`src/hdl/fsk_modem_regs.svh`:
```
`ifndef FSK_MODEM_REGS_SVH
`define FSK_MODEM_REGS_SVH

// Register word indices; byte address is four times the index
`define CFG_IDX 8'h88
`define PRE_IDX 8'h89
`define TMR_IDX 8'h8A
`define RTS_IDX 8'h8B

`define CFG_RESET 16'h0C30
`define CFG_WMASK 16'h3FFF
`define PRE_RESET 5'h05
`define PRE_W 5

// Configuration field positions
`define CFG_DUAL_PRE 12
`define CFG_WATCH 8
`define CFG_TRIG_HI 7
`define CFG_TRIG_LO 6
`define CFG_DELAY 5
`define CFG_AUTO 4
`define CFG_EDGE_HI 3
`define CFG_EDGE_LO 2
`define CFG_DUPLEX 1
`define CFG_POWER 0

// Control register of send request
`define RTS_BIT 0
`define RTS_BUSY_BIT 1
`define RTS_CD_BIT 2

`define PREAMBLE_BYTE 8'hFF
`define TIMER_MAX 16'hFFFF

// Timing
`define CLK_HZ 40000000
`define CLK_NS 25
`define BAUD 1200
`define TICK_NS 3255
`define BIT_CYCLES ((`CLK_HZ + `BAUD - 1) / `BAUD)
`define TICK_CYCLES (`TICK_NS / `CLK_NS)

`endif

```
`src/hdl/fsk_modem_pkg.sv`:
```
`default_nettype none
package fsk_modem_pkg;
  typedef enum logic [1:0] {
    TRIG_EOM = 2'b00,
    TRIG_SOM = 2'b01,
    TRIG_TXDONE = 2'b10,
    TRIG_CD = 2'b11
  } trig_sel_t;

  typedef enum logic [1:0] {
    EDGE_FALL = 2'b00,
    EDGE_RISE = 2'b01,
    EDGE_ANY = 2'b10,
    EDGE_OFF = 2'b11
  } edge_sel_t;

  typedef enum logic [1:0] {
    RX_HUNT = 2'b01,
    RX_FRAME = 2'b10
  } rx_state_t;

  typedef enum logic [4:0] {
    TX_IDLE = 5'b00001,
    TX_WAIT = 5'b00010,
    TX_PRE = 5'b00100,
    TX_DATA = 5'b01000,
    TX_DONE = 5'b10000
  } tx_state_t;
endpackage : fsk_modem_pkg
`default_nettype wire

```
`src/hdl/elapsed_event_timer.sv`:
```
`include "fsk_modem_regs.svh"
`default_nettype none
module elapsed_event_timer #(
  parameter int WIDTH = 16,
  parameter int TICK_CYCLES = `TICK_CYCLES
) (
  input wire logic hclk,
  input wire logic hresetn,
  input wire logic ce,
  input wire logic clear,
  input wire logic start,
  output logic [WIDTH-1:0] count
);
  localparam int TW = $clog2(TICK_CYCLES + 1);
  localparam logic [TW-1:0] TICK_LAST = TW'(TICK_CYCLES - 1);
  localparam logic [WIDTH-1:0] CMAX = {WIDTH{1'b1}};

  logic [TW-1:0] tick_r, tick_nxt;
  logic [WIDTH-1:0] count_r, count_nxt;
  logic run_r, run_nxt;

  always_comb begin
    tick_nxt = tick_r;
    count_nxt = count_r;
    run_nxt = run_r;
    if (clear) begin
      tick_nxt = '0;
      count_nxt = '0;
      run_nxt = 1'b0;
    end else if (start) begin
      tick_nxt = '0;
      count_nxt = '0;
      run_nxt = 1'b1;
    end else if (run_r) begin
      if (tick_r == TICK_LAST) begin
        tick_nxt = '0;
        // Saturate and hold until the next event
        if (count_r != CMAX) begin
          count_nxt = count_r + 1'b1;
        end
      end else begin
        tick_nxt = tick_r + 1'b1;
      end
    end
  end

  always_ff @(posedge hclk or negedge hresetn) begin
    if (!hresetn) begin
      tick_r <= '0;
      count_r <= '0;
      run_r <= 1'b0;
    end else if (ce) begin
      tick_r <= tick_nxt;
      count_r <= count_nxt;
      run_r <= run_nxt;
    end
  end

  assign count = count_r;
endmodule : elapsed_event_timer
`default_nettype wire

```
`src/hdl/fsk_modem_frame_tx_config.sv`:
```
`include "fsk_modem_regs.svh"
`default_nettype none
module fsk_modem_frame_tx_config #(
  parameter int BIT_CYCLES = `BIT_CYCLES,
  parameter int TICK_CYCLES = `TICK_CYCLES
) (
  input wire logic hclk,
  input wire logic hresetn,
  input wire logic ce,
  input wire logic hsel,
  input wire logic [31:0] haddr,
  input wire logic [1:0] htrans,
  input wire logic hwrite,
  input wire logic [2:0] hsize,
  input wire logic [31:0] hwdata,
  input wire logic hready,
  output logic hreadyout,
  output logic hresp,
  output logic [31:0] hrdata,
  input wire logic carrier_detect,
  input wire logic rx_char_valid,
  input wire logic [7:0] rx_char_data,
  input wire logic rx_msg_end,
  output logic rx_fifo_push,
  output logic [7:0] rx_fifo_data,
  input wire logic tx_fifo_empty,
  input wire logic [7:0] tx_fifo_data,
  output logic tx_fifo_pop,
  output logic tx_char_valid,
  output logic [7:0] tx_char_data,
  input wire logic tx_char_ready,
  input wire logic tx_line_busy,
  output logic send_request,
  output logic modem_power_on,
  output logic modem_duplex,
  output logic [15:0] event_elapsed_timer
);
  import fsk_modem_pkg::*;

  localparam int BW = $clog2(BIT_CYCLES + 1);
  localparam logic [BW-1:0] BIT_LAST = BW'(BIT_CYCLES - 1);

  ////////////////////////////////////////////////////////////////////////////
  // Bus slave: address phase captured, write applied in the data phase

  logic pend_r, pend_nxt;
  logic pwr_r, pwr_nxt;
  logic [7:0] pidx_r, pidx_nxt;
  logic [31:0] rdata_r, rdata_nxt;
  logic [15:0] cfg_r, cfg_nxt;
  logic [`PRE_W-1:0] pre_r, pre_nxt;
  logic rts_r, rts_nxt;
  logic take;
  logic wr_en;
  logic tx_done;
  logic tx_busy;
  logic cd_s2;
  logic [7:0] aidx;

  assign take = hsel && htrans[1] && hready;
  assign aidx = haddr[9:2];
  assign wr_en = pend_r && pwr_r;
  assign hreadyout = 1'b1;
  assign hresp = 1'b0;
  assign hrdata = rdata_r;

  always_comb begin
    pend_nxt = take;
    pwr_nxt = take && hwrite;
    pidx_nxt = take ? aidx : pidx_r;
    rdata_nxt = rdata_r;
    if (take && !hwrite) begin
      rdata_nxt = '0;
      if (haddr[31:10] != '0) begin
        rdata_nxt = '0;
      end else if (aidx == `CFG_IDX) begin
        rdata_nxt = {16'h0000, cfg_r};
      end else if (aidx == `PRE_IDX) begin
        rdata_nxt = {27'h000_0000, pre_r};
      end else if (aidx == `TMR_IDX) begin
        rdata_nxt = {16'h0000, event_elapsed_timer};
      end else if (aidx == `RTS_IDX) begin
        rdata_nxt[`RTS_BIT] = rts_r;
        rdata_nxt[`RTS_BUSY_BIT] = tx_busy;
        rdata_nxt[`RTS_CD_BIT] = cd_s2;
      end
    end
  end

  always_ff @(posedge hclk or negedge hresetn) begin
    if (!hresetn) begin
      pend_r <= 1'b0;
      pwr_r <= 1'b0;
      pidx_r <= '0;
      rdata_r <= '0;
    end else if (ce) begin
      pend_r <= pend_nxt;
      pwr_r <= pwr_nxt;
      pidx_r <= pidx_nxt;
      rdata_r <= rdata_nxt;
    end
  end

  ////////////////////////////////////////////////////////////////////////////
  // Configuration, preamble count and send request registers

  always_comb begin
    cfg_nxt = cfg_r;
    pre_nxt = pre_r;
    rts_nxt = rts_r;
    if (tx_done && cfg_r[`CFG_AUTO]) begin
      rts_nxt = 1'b0;
    end
    // A software write lands after the automatic release
    if (wr_en && pidx_r == `CFG_IDX) begin
      cfg_nxt = hwdata[15:0] & `CFG_WMASK;
    end else if (wr_en && pidx_r == `PRE_IDX) begin
      pre_nxt = hwdata[`PRE_W-1:0];
    end else if (wr_en && pidx_r == `RTS_IDX) begin
      rts_nxt = hwdata[`RTS_BIT];
    end
  end

  always_ff @(posedge hclk or negedge hresetn) begin
    if (!hresetn) begin
      cfg_r <= `CFG_RESET;
      pre_r <= `PRE_RESET;
      rts_r <= 1'b0;
    end else if (ce) begin
      cfg_r <= cfg_nxt;
      pre_r <= pre_nxt;
      rts_r <= rts_nxt;
    end
  end

  assign send_request = rts_r;
  assign modem_power_on = cfg_r[`CFG_POWER];
  assign modem_duplex = cfg_r[`CFG_DUPLEX];

  ////////////////////////////////////////////////////////////////////////////
  // Carrier detect synchroniser and edge selection

  logic cd_s1, cd_prev;
  logic cd_edge;
  edge_sel_t esel;

  assign esel = edge_sel_t'(cfg_r[`CFG_EDGE_HI:`CFG_EDGE_LO]);

  always_ff @(posedge hclk or negedge hresetn) begin
    if (!hresetn) begin
      cd_s1 <= 1'b0;
      cd_s2 <= 1'b0;
      cd_prev <= 1'b0;
    end else if (ce) begin
      cd_s1 <= carrier_detect;
      cd_s2 <= cd_s1;
      cd_prev <= cd_s2;
    end
  end

  always_comb begin
    case (esel)
      EDGE_FALL: cd_edge = cd_prev && !cd_s2;
      EDGE_RISE: cd_edge = !cd_prev && cd_s2;
      EDGE_ANY: cd_edge = cd_prev != cd_s2;
      default: cd_edge = 1'b0;
    endcase
  end

  ////////////////////////////////////////////////////////////////////////////
  // Receive frame monitor

  rx_state_t rx_r, rx_nxt;
  logic [1:0] pcnt_r, pcnt_nxt;
  logic push_r, push_nxt;
  logic [7:0] rxd_r, rxd_nxt;
  logic start_of_message, end_of_message;
  logic [1:0] need;
  logic watch;

  assign watch = cfg_r[`CFG_WATCH];
  assign need = cfg_r[`CFG_DUAL_PRE] ? 2'd2 : 2'd1;

  always_comb begin
    rx_nxt = rx_r;
    pcnt_nxt = pcnt_r;
    push_nxt = 1'b0;
    rxd_nxt = rxd_r;
    start_of_message = 1'b0;
    end_of_message = 1'b0;
    if (!watch) begin
      rx_nxt = RX_HUNT;
      pcnt_nxt = '0;
      push_nxt = rx_char_valid;
      if (rx_char_valid) begin
        rxd_nxt = rx_char_data;
      end
    end else begin
      case (rx_r)
        RX_HUNT: begin
          if (rx_char_valid && rx_char_data == `PREAMBLE_BYTE) begin
            if (pcnt_r != 2'd2) begin
              pcnt_nxt = pcnt_r + 2'd1;
            end
          end else if (rx_char_valid && pcnt_r >= need) begin
            // Delimiter opens the frame; preambles were never pushed
            push_nxt = 1'b1;
            rxd_nxt = rx_char_data;
            start_of_message = 1'b1;
            pcnt_nxt = '0;
            rx_nxt = RX_FRAME;
          end else if (rx_char_valid) begin
            pcnt_nxt = '0;
          end
        end
        RX_FRAME: begin
          if (rx_msg_end) begin
            end_of_message = 1'b1;
            rx_nxt = RX_HUNT;
          end else if (rx_char_valid) begin
            push_nxt = 1'b1;
            rxd_nxt = rx_char_data;
          end
        end
        default: rx_nxt = RX_HUNT;
      endcase
    end
  end

  always_ff @(posedge hclk or negedge hresetn) begin
    if (!hresetn) begin
      rx_r <= RX_HUNT;
      pcnt_r <= '0;
      push_r <= 1'b0;
      rxd_r <= '0;
    end else if (ce) begin
      rx_r <= rx_nxt;
      pcnt_r <= pcnt_nxt;
      push_r <= push_nxt;
      rxd_r <= rxd_nxt;
    end
  end

  assign rx_fifo_push = push_r && ce;
  assign rx_fifo_data = rxd_r;

  ////////////////////////////////////////////////////////////////////////////
  // Transmit sequencer

  tx_state_t tx_r, tx_nxt;
  logic [BW-1:0] wcnt_r, wcnt_nxt;
  logic [`PRE_W-1:0] pleft_r, pleft_nxt;
  logic tv_r, tv_nxt;
  logic [7:0] td_r, td_nxt;
  logic pop;

  assign tx_busy = tx_r != TX_IDLE;
  assign tx_done = tx_r == TX_DONE;

  always_comb begin
    tx_nxt = tx_r;
    wcnt_nxt = wcnt_r;
    pleft_nxt = pleft_r;
    tv_nxt = tv_r;
    td_nxt = td_r;
    pop = 1'b0;
    if (tv_r && tx_char_ready) begin
      tv_nxt = 1'b0;
    end
    case (tx_r)
      TX_IDLE: begin
        wcnt_nxt = '0;
        pleft_nxt = pre_r;
        if (!tx_fifo_empty && modem_power_on) begin
          if (!cfg_r[`CFG_DELAY]) begin
            tx_nxt = (pre_r == '0) ? TX_DATA : TX_PRE;
          end else if (rts_r) begin
            tx_nxt = TX_WAIT;
          end
        end
      end
      TX_WAIT: begin
        wcnt_nxt = wcnt_r + 1'b1;
        if (!rts_r) begin
          tx_nxt = TX_IDLE;
        end else if (wcnt_r == BIT_LAST) begin
          tx_nxt = (pre_r == '0) ? TX_DATA : TX_PRE;
        end
      end
      TX_PRE: begin
        if (!tv_r && pleft_r != '0) begin
          tv_nxt = 1'b1;
          td_nxt = `PREAMBLE_BYTE;
          pleft_nxt = pleft_r - 1'b1;
        end else if (!tv_r) begin
          tx_nxt = TX_DATA;
        end
      end
      TX_DATA: begin
        if (!tv_r && !tx_fifo_empty) begin
          pop = 1'b1;
          tv_nxt = 1'b1;
          td_nxt = tx_fifo_data;
        end else if (!tv_r && !tx_line_busy) begin
          tx_nxt = TX_DONE;
        end
      end
      TX_DONE: tx_nxt = TX_IDLE;
      default: tx_nxt = TX_IDLE;
    endcase
  end

  always_ff @(posedge hclk or negedge hresetn) begin
    if (!hresetn) begin
      tx_r <= TX_IDLE;
      wcnt_r <= '0;
      pleft_r <= '0;
      tv_r <= 1'b0;
      td_r <= '0;
    end else if (ce) begin
      tx_r <= tx_nxt;
      wcnt_r <= wcnt_nxt;
      pleft_r <= pleft_nxt;
      tv_r <= tv_nxt;
      td_r <= td_nxt;
    end
  end

  assign tx_fifo_pop = pop && ce;
  assign tx_char_valid = tv_r;
  assign tx_char_data = td_r;

  ////////////////////////////////////////////////////////////////////////////
  // Elapsed-event timer trigger

  logic ev_start;
  trig_sel_t tsel;

  assign tsel = trig_sel_t'(cfg_r[`CFG_TRIG_HI:`CFG_TRIG_LO]);

  always_comb begin
    case (tsel)
      TRIG_EOM: ev_start = end_of_message;
      TRIG_SOM: ev_start = start_of_message;
      TRIG_TXDONE: ev_start = tx_done;
      default: ev_start = cd_edge;
    endcase
  end

  elapsed_event_timer #(
    .WIDTH(16),
    .TICK_CYCLES(TICK_CYCLES)
  ) u_timer (
    .hclk(hclk),
    .hresetn(hresetn),
    .ce(ce),
    .clear(!watch),
    .start(ev_start),
    .count(event_elapsed_timer)
  );
endmodule : fsk_modem_frame_tx_config
`default_nettype wire

```
`config.mk`:
```
export PLATFORM = sky130hd
export DESIGN_NAME = fsk_modem_frame_tx_config
export DESIGN_NICKNAME = d
export VERILOG_FILES = /design/src/hdl/fsk_modem_pkg.sv /design/src/hdl/elapsed_event_timer.sv /design/src/hdl/fsk_modem_frame_tx_config.sv
export VERILOG_INCLUDE_DIRS = /design/src /design/src/hdl
export SDC_FILE = /design/constraint.sdc
export NUM_CORES = 1
export LEC_CHECK = 0
export ABC_AREA = 0
export BUFFER_PORTS_ARGS = -buffer_cell sky130_fd_sc_hd__clkbuf_2
export CORE_MARGIN = 1
export CORE_UTILIZATION = 48
export DETAILED_ROUTE_END_ITERATION = 6
export PLACE_DENSITY = 0.77
export SYNTH_ARGS = -nofsm -noshare
export SYNTH_HDL_FRONTEND = slang
export SYNTH_HIERARCHICAL = 1
export SYNTH_SLANG_ARGS = --single-unit
```
`constraint.sdc`:
```
create_clock -name hclk -period 3.1 [get_ports hclk]
set_input_delay 0.31 -clock hclk [delete_from_list [all_inputs] [get_ports hclk]]
set_output_delay 0.31 -clock hclk [all_outputs]
set_load 0.005 [all_outputs]
```
==> summary.txt <==
STATUS
------------------------------------------------------------------------------------------------------
Outcome                                                                                      completed

YOSYS
------------------------------------------------------------------------------------------------------
Post-Syn Area                                                                               6457 sq um
Yosys warning total                                                                                  6
Per-instance average area after synthesis                                                  10.09 sq um
Cell variety after synth                                                                            75
Share of the yosys chip area belonging to registers                                             0.4743
Cells after Synth                                                                                  640
Flip-flop and latch count after synthesis                                                          122
Async set or reset register ratio after synthesis                                                1.000
Ys flop type                                                                              sky130_fd_sc_hd__dfrtp_1
Post-synth EDFFs                                                                                     0

STA
------------------------------------------------------------------------------------------------------
Slew HR                                                                                         0.4708
Final worst path period share                                                                   0.9851
Final TNS setup                                                                                   0 ns
Number of max-slew violations in the final report                                                    0
Clock period minus worst slack                                                                3.054 ns
Final setup violation count                                                                          0
Clock skew                                                                                 0.009016 ns
Max frequency                                                                               0.3275 GHz
Hold Fails Final Rpt                                                                                 0
RSZ-0062 raised after global routing                                                               yes
Measured slew at the worst slew-check pin                                                    0.7938 ns

GRT
------------------------------------------------------------------------------------------------------
Overflow after GRT                                                                                   0
First-pass GRT wire length                                                                    26.03 mm
Largest net degree at the start of global routing                                                   63
Antenna violations before repair                                                                     0
All-layer global routing usage                                                                  0.2366
Vias in the first global route                                                                    5370

ROUTING
------------------------------------------------------------------------------------------------------
Vias per std cell                                                                                5.605
Via count                                                                                         5487
Iteration-0 DRC Markers                                                                            477
Highest signal layer in the routed design                                                         met4
DRC                                                                                                  0
DRT Wirelength                                                                                15.76 mm
Average routed wire per standard cell                                                     16.09 microns
Detailed route wirelength on metal3                                                        949 microns
Post-route met1 wirelength                                                                    6.724 mm
Antenna-violating nets left                                                                          0
Total length of routed met2 wires                                                             7.658 mm
Number of detailed-route iterations in the first pass                                                5

CLOCK NETWORK
------------------------------------------------------------------------------------------------------
Clk sinks                                                                                          122
CTS H-Tree Depth                                                                                     4
Number of buffers on the longest clock path                                                          2
Num CTS Buffers                                                                                     17
Buffer cell driving the clock tree root                                                   sky130_fd_sc_hd__clkbuf_16
CTS tree                                                                                          done
Clock transition at the register clock pins on the worst setup and hold paths after CTS        0.06 ns
Clock latency at the later pin of the worst-skew pair                                          0.42 ns

LAYOUT
------------------------------------------------------------------------------------------------------
Fraction of final layout cells with drive strength greater than 1                               0.3176
Net count, final                                                                                   901
Utilization of the core after routing                                                           0.6064
Synthesis-to-finish area growth                                                                 23.87%
Final antenna diode count                                                                            0
Filler cell count                                                                                 1064

POWER AND IR DROP
------------------------------------------------------------------------------------------------------
Internal portion of total power                                                               3.489 mW
Largest voltage drop on the vdd net                                                          0.3886 mV
Power density of the placed cells                                                         604.6 nW/um^2
Register share of total power                                                                    0.403
Sw Ratio                                                                                        0.2787
Logic gate share of total power                                                                  0.185
Total design power                                                                            4.836 mW
Switching power                                                                               1.348 mW
Leakage power                                                                                 3.685 nW
Relative contribution of the clock network to total power                                        0.411

CRITICAL PATH
------------------------------------------------------------------------------------------------------
Worst reg2reg endpoint                                                                    u_timer/count[15]
Worst Path Class, Setup                                                                     reg -> reg
Critical path launch point                                                                   cfg_r[12]
Critical Path Sink                                                                        u_timer/count[15]
Cell type of the slowest stage on the worst timing path                                   sky130_fd_sc_hd__or4b_4
Reg2reg start                                                                                cfg_r[12]
FF-to-FF setup slack                                                                           0.05 ns
Worst path cell trace                                                                     inv_2 -> ha_4 -> nand2b_4 -> a21oi_2 -> nor2_2 -> a41oi_2 -> o31ai_2 -> buf_4 -> nor2_4 -> o21a_1 -> or4b_4 -> or4_4 -> a21oi_2
Endpoint kind of the worst setup timing path                                                 flip-flop
Arrival time at the worst endpoint                                                             3.40 ns
Worst path required time                                                                       3.45 ns
Delay contributed by the slowest stage of the critical path                                    0.56 ns
Startpoint types                                                                             flip-flop
Critical path fanouts, max                                                                           6
Register-to-Register Path Depth                                                                     13
Most prevalent standard cell on the critical path                                         sky130_fd_sc_hd__a21oi_2

PLACED DESIGN
------------------------------------------------------------------------------------------------------
Number of port buffers                                                                             126
Weighted congestion reported at the end of routability-driven placement                         0.8840
Half-perimeter wire length after detailed placement                                           11.35 mm

DIE
------------------------------------------------------------------------------------------------------
Vertical die dimension                                                                    118.0 microns
Total Die Area                                                                             13920 sq um
Count of standard-cell rows                                                                         42
Width of the die                                                                          118.0 microns
Core Box Area                                                                              13190 sq um
Top Ports                                                                                          169
Effective utilization at floorplan                                                              0.4896

HOLD PATH
------------------------------------------------------------------------------------------------------
Hold Path Depth                                                                                      2
Path category of the worst min-delay check                                                   in -> reg
Source of the worst hold timing path                                                         hwdata[6]

RUN
------------------------------------------------------------------------------------------------------
Max capacitance violation total                                                                      0

-- per-stage QoR --
stage / cells / area, sq um / setup slack [ns] / hold WS, ns
after floorplan: 656 / 6523 / 0.0008027 / 0.01441
after global placement: 943 / 7307 / -0.005166 / 0.4280
after detailed placement: 943 / 7307 / -0.03214 / 0.4388
after CTS: 977 / 7929 / 0.07429 / 0.09227
after global routing: 979 / 7999 / -0.07357 / 0.09658
final: 979 / 7999 / 0.04618 / 0.09948
-- cell families after synthesis --
| group | Yosys count | share of synthesized area |
|---|---|---|
| AND/OR/NAND/NOR | 229 | 0.1980 |
| buffers and inverters | 69 | 0.05600 |
| other | 2 | 0.001163 |
| XOR/XNOR | 15 | 0.02034 |
| AO/OA/AOI/OAI | 138 | 0.1366 |
| multiplexers | 51 | 0.08642 |
| adder cells (fa/ha/maj) | 14 | 0.02713 |
| flip-flops | 122 | 0.4743 |
-- synthesized netlist by cell type, drive strengths merged (12+ instances only) --
cell type / count / share of area
nand4: 13 / 0.015
nor3: 13 / 0.012
mux2i: 13 / 0.020
inv: 29 / 0.017
a21oi: 31 / 0.025
mux2: 38 / 0.066
o21ai: 50 / 0.039
nand3: 12 / 0.0093
ha: 14 / 0.027
buf: 28 / 0.032
nor2: 40 / 0.024
nand2: 67 / 0.039
dfrtp: 114 / 0.44
or3: 16 / 0.017
-- placed cells by master, fill, tap and decap left out, types with 5 or more instances in the layout --
cell type	n
sky130_fd_sc_hd__clkbuf_2	125
sky130_fd_sc_hd__dfrtp_1	114
sky130_fd_sc_hd__nand2_1	67
sky130_fd_sc_hd__o21ai_0	49
sky130_fd_sc_hd__nor2_1	36
sky130_fd_sc_hd__mux2_2	28
sky130_fd_sc_hd__a21oi_1	28
sky130_fd_sc_hd__inv_1	27
sky130_fd_sc_hd__buf_4	27
sky130_fd_sc_hd__conb_1	18
sky130_fd_sc_hd__clkbuf_16	17
sky130_fd_sc_hd__or3_1	14
sky130_fd_sc_hd__mux2i_1	13
sky130_fd_sc_hd__ha_1	13
sky130_fd_sc_hd__nand3_1	12
sky130_fd_sc_hd__nand4_1	11
sky130_fd_sc_hd__nor3_1	11
sky130_fd_sc_hd__xnor2_1	11
sky130_fd_sc_hd__o31ai_1	10
sky130_fd_sc_hd__mux2_1	10
sky130_fd_sc_hd__nand2b_1	8
sky130_fd_sc_hd__nor4_1	8
sky130_fd_sc_hd__o22a_1	8
sky130_fd_sc_hd__dfstp_2	8
sky130_fd_sc_hd__o211ai_1	7
sky130_fd_sc_hd__and3_1	7
sky130_fd_sc_hd__or4_1	6
sky130_fd_sc_hd__nor2b_1	5
-- sequential cells by signal, summed over array words and instances, names as in the netlist, 2 cells and up --
| signal | count |
|---|---|
| u_timer/count | 16 |
| cfg_r | 14 |
| hrdata | 16 |
| rx_r | 2 |
| pre_r | 5 |
| tx_r | 5 |
| u_timer/tick_r | 8 |
| rx_fifo_data | 8 |
| pidx_r | 8 |
| wcnt_r | 16 |
| pcnt_r | 2 |
| pleft_r | 5 |
| tx_char_data | 8 |
-- final cells by class --
| type | instances | area [sq um] | area share |
|---|---|---|---|
| multi-input combinational | 466 | 3168 | 0.3961 |
| sequential | 122 | 3063 | 0.3829 |
| timing repair buffer | 153 | 838.3 | 0.1048 |
| clock buffer | 20 | 446.7 | 0.05584 |
| tap | 176 | 220.2 | 0.02753 |
| clock inverter | 12 | 150.1 | 0.01877 |
| inverter | 30 | 112.6 | 0.01408 |
-- critical path, delay by kind of cell, from the launching register on --
kind                       cells  cell delay (ns)
buffers and inverters          2             0.27
and+or+nand+nor                5             1.36
AOI/OAI and AO/OA              5             0.76
adders and majority gates      1             0.25
DFF                            1             0.35
-- repair_timing --
action	CTS	global route
hold buffers	1	0
pin swaps	2	1
resized for setup	3	13
hold endpoints to repair	8	0
buffers inserted	0	1
endpoints found under the setup margin	10	12
cloned	1	1
-- per-layer routing --
| metal | global-route usage | vias up |
|---|---|---|
| met5 | 0 | - |
| met4 | 0.1074 | 0 |
| met3 | 0.06589 | 35 |
| met2 | 0.3728 | 202 |
| met1 | 0.3027 | 2667 |
| li1 | - | 2583 |
-- worst min path at each step --
stage	end	slack, ns
4_1_cts	cfg_r[6]	0.09
3_3_place_gp	tx_char_data[7]	0.43
2_1_floorplan	cd_prev	0.01
6_report	cfg_r[6]	0.1
3_5_place_dp	tx_char_data[5]	0.44
5_1_grt	tx_char_data[1]	0.1
-- power by group through the flow --
stage	Sequential, mW	Combinational [mW]	Clock, mW
global placement	1.95	0.846	0
detailed placement	1.97	0.880	0
finish	1.95	0.897	1.99
global route	1.97	0.997	2.09
CTS	1.94	0.889	2.01
floorplan	1.95	0.578	0
No activity file was read; power rests on OpenSTA's default activity.
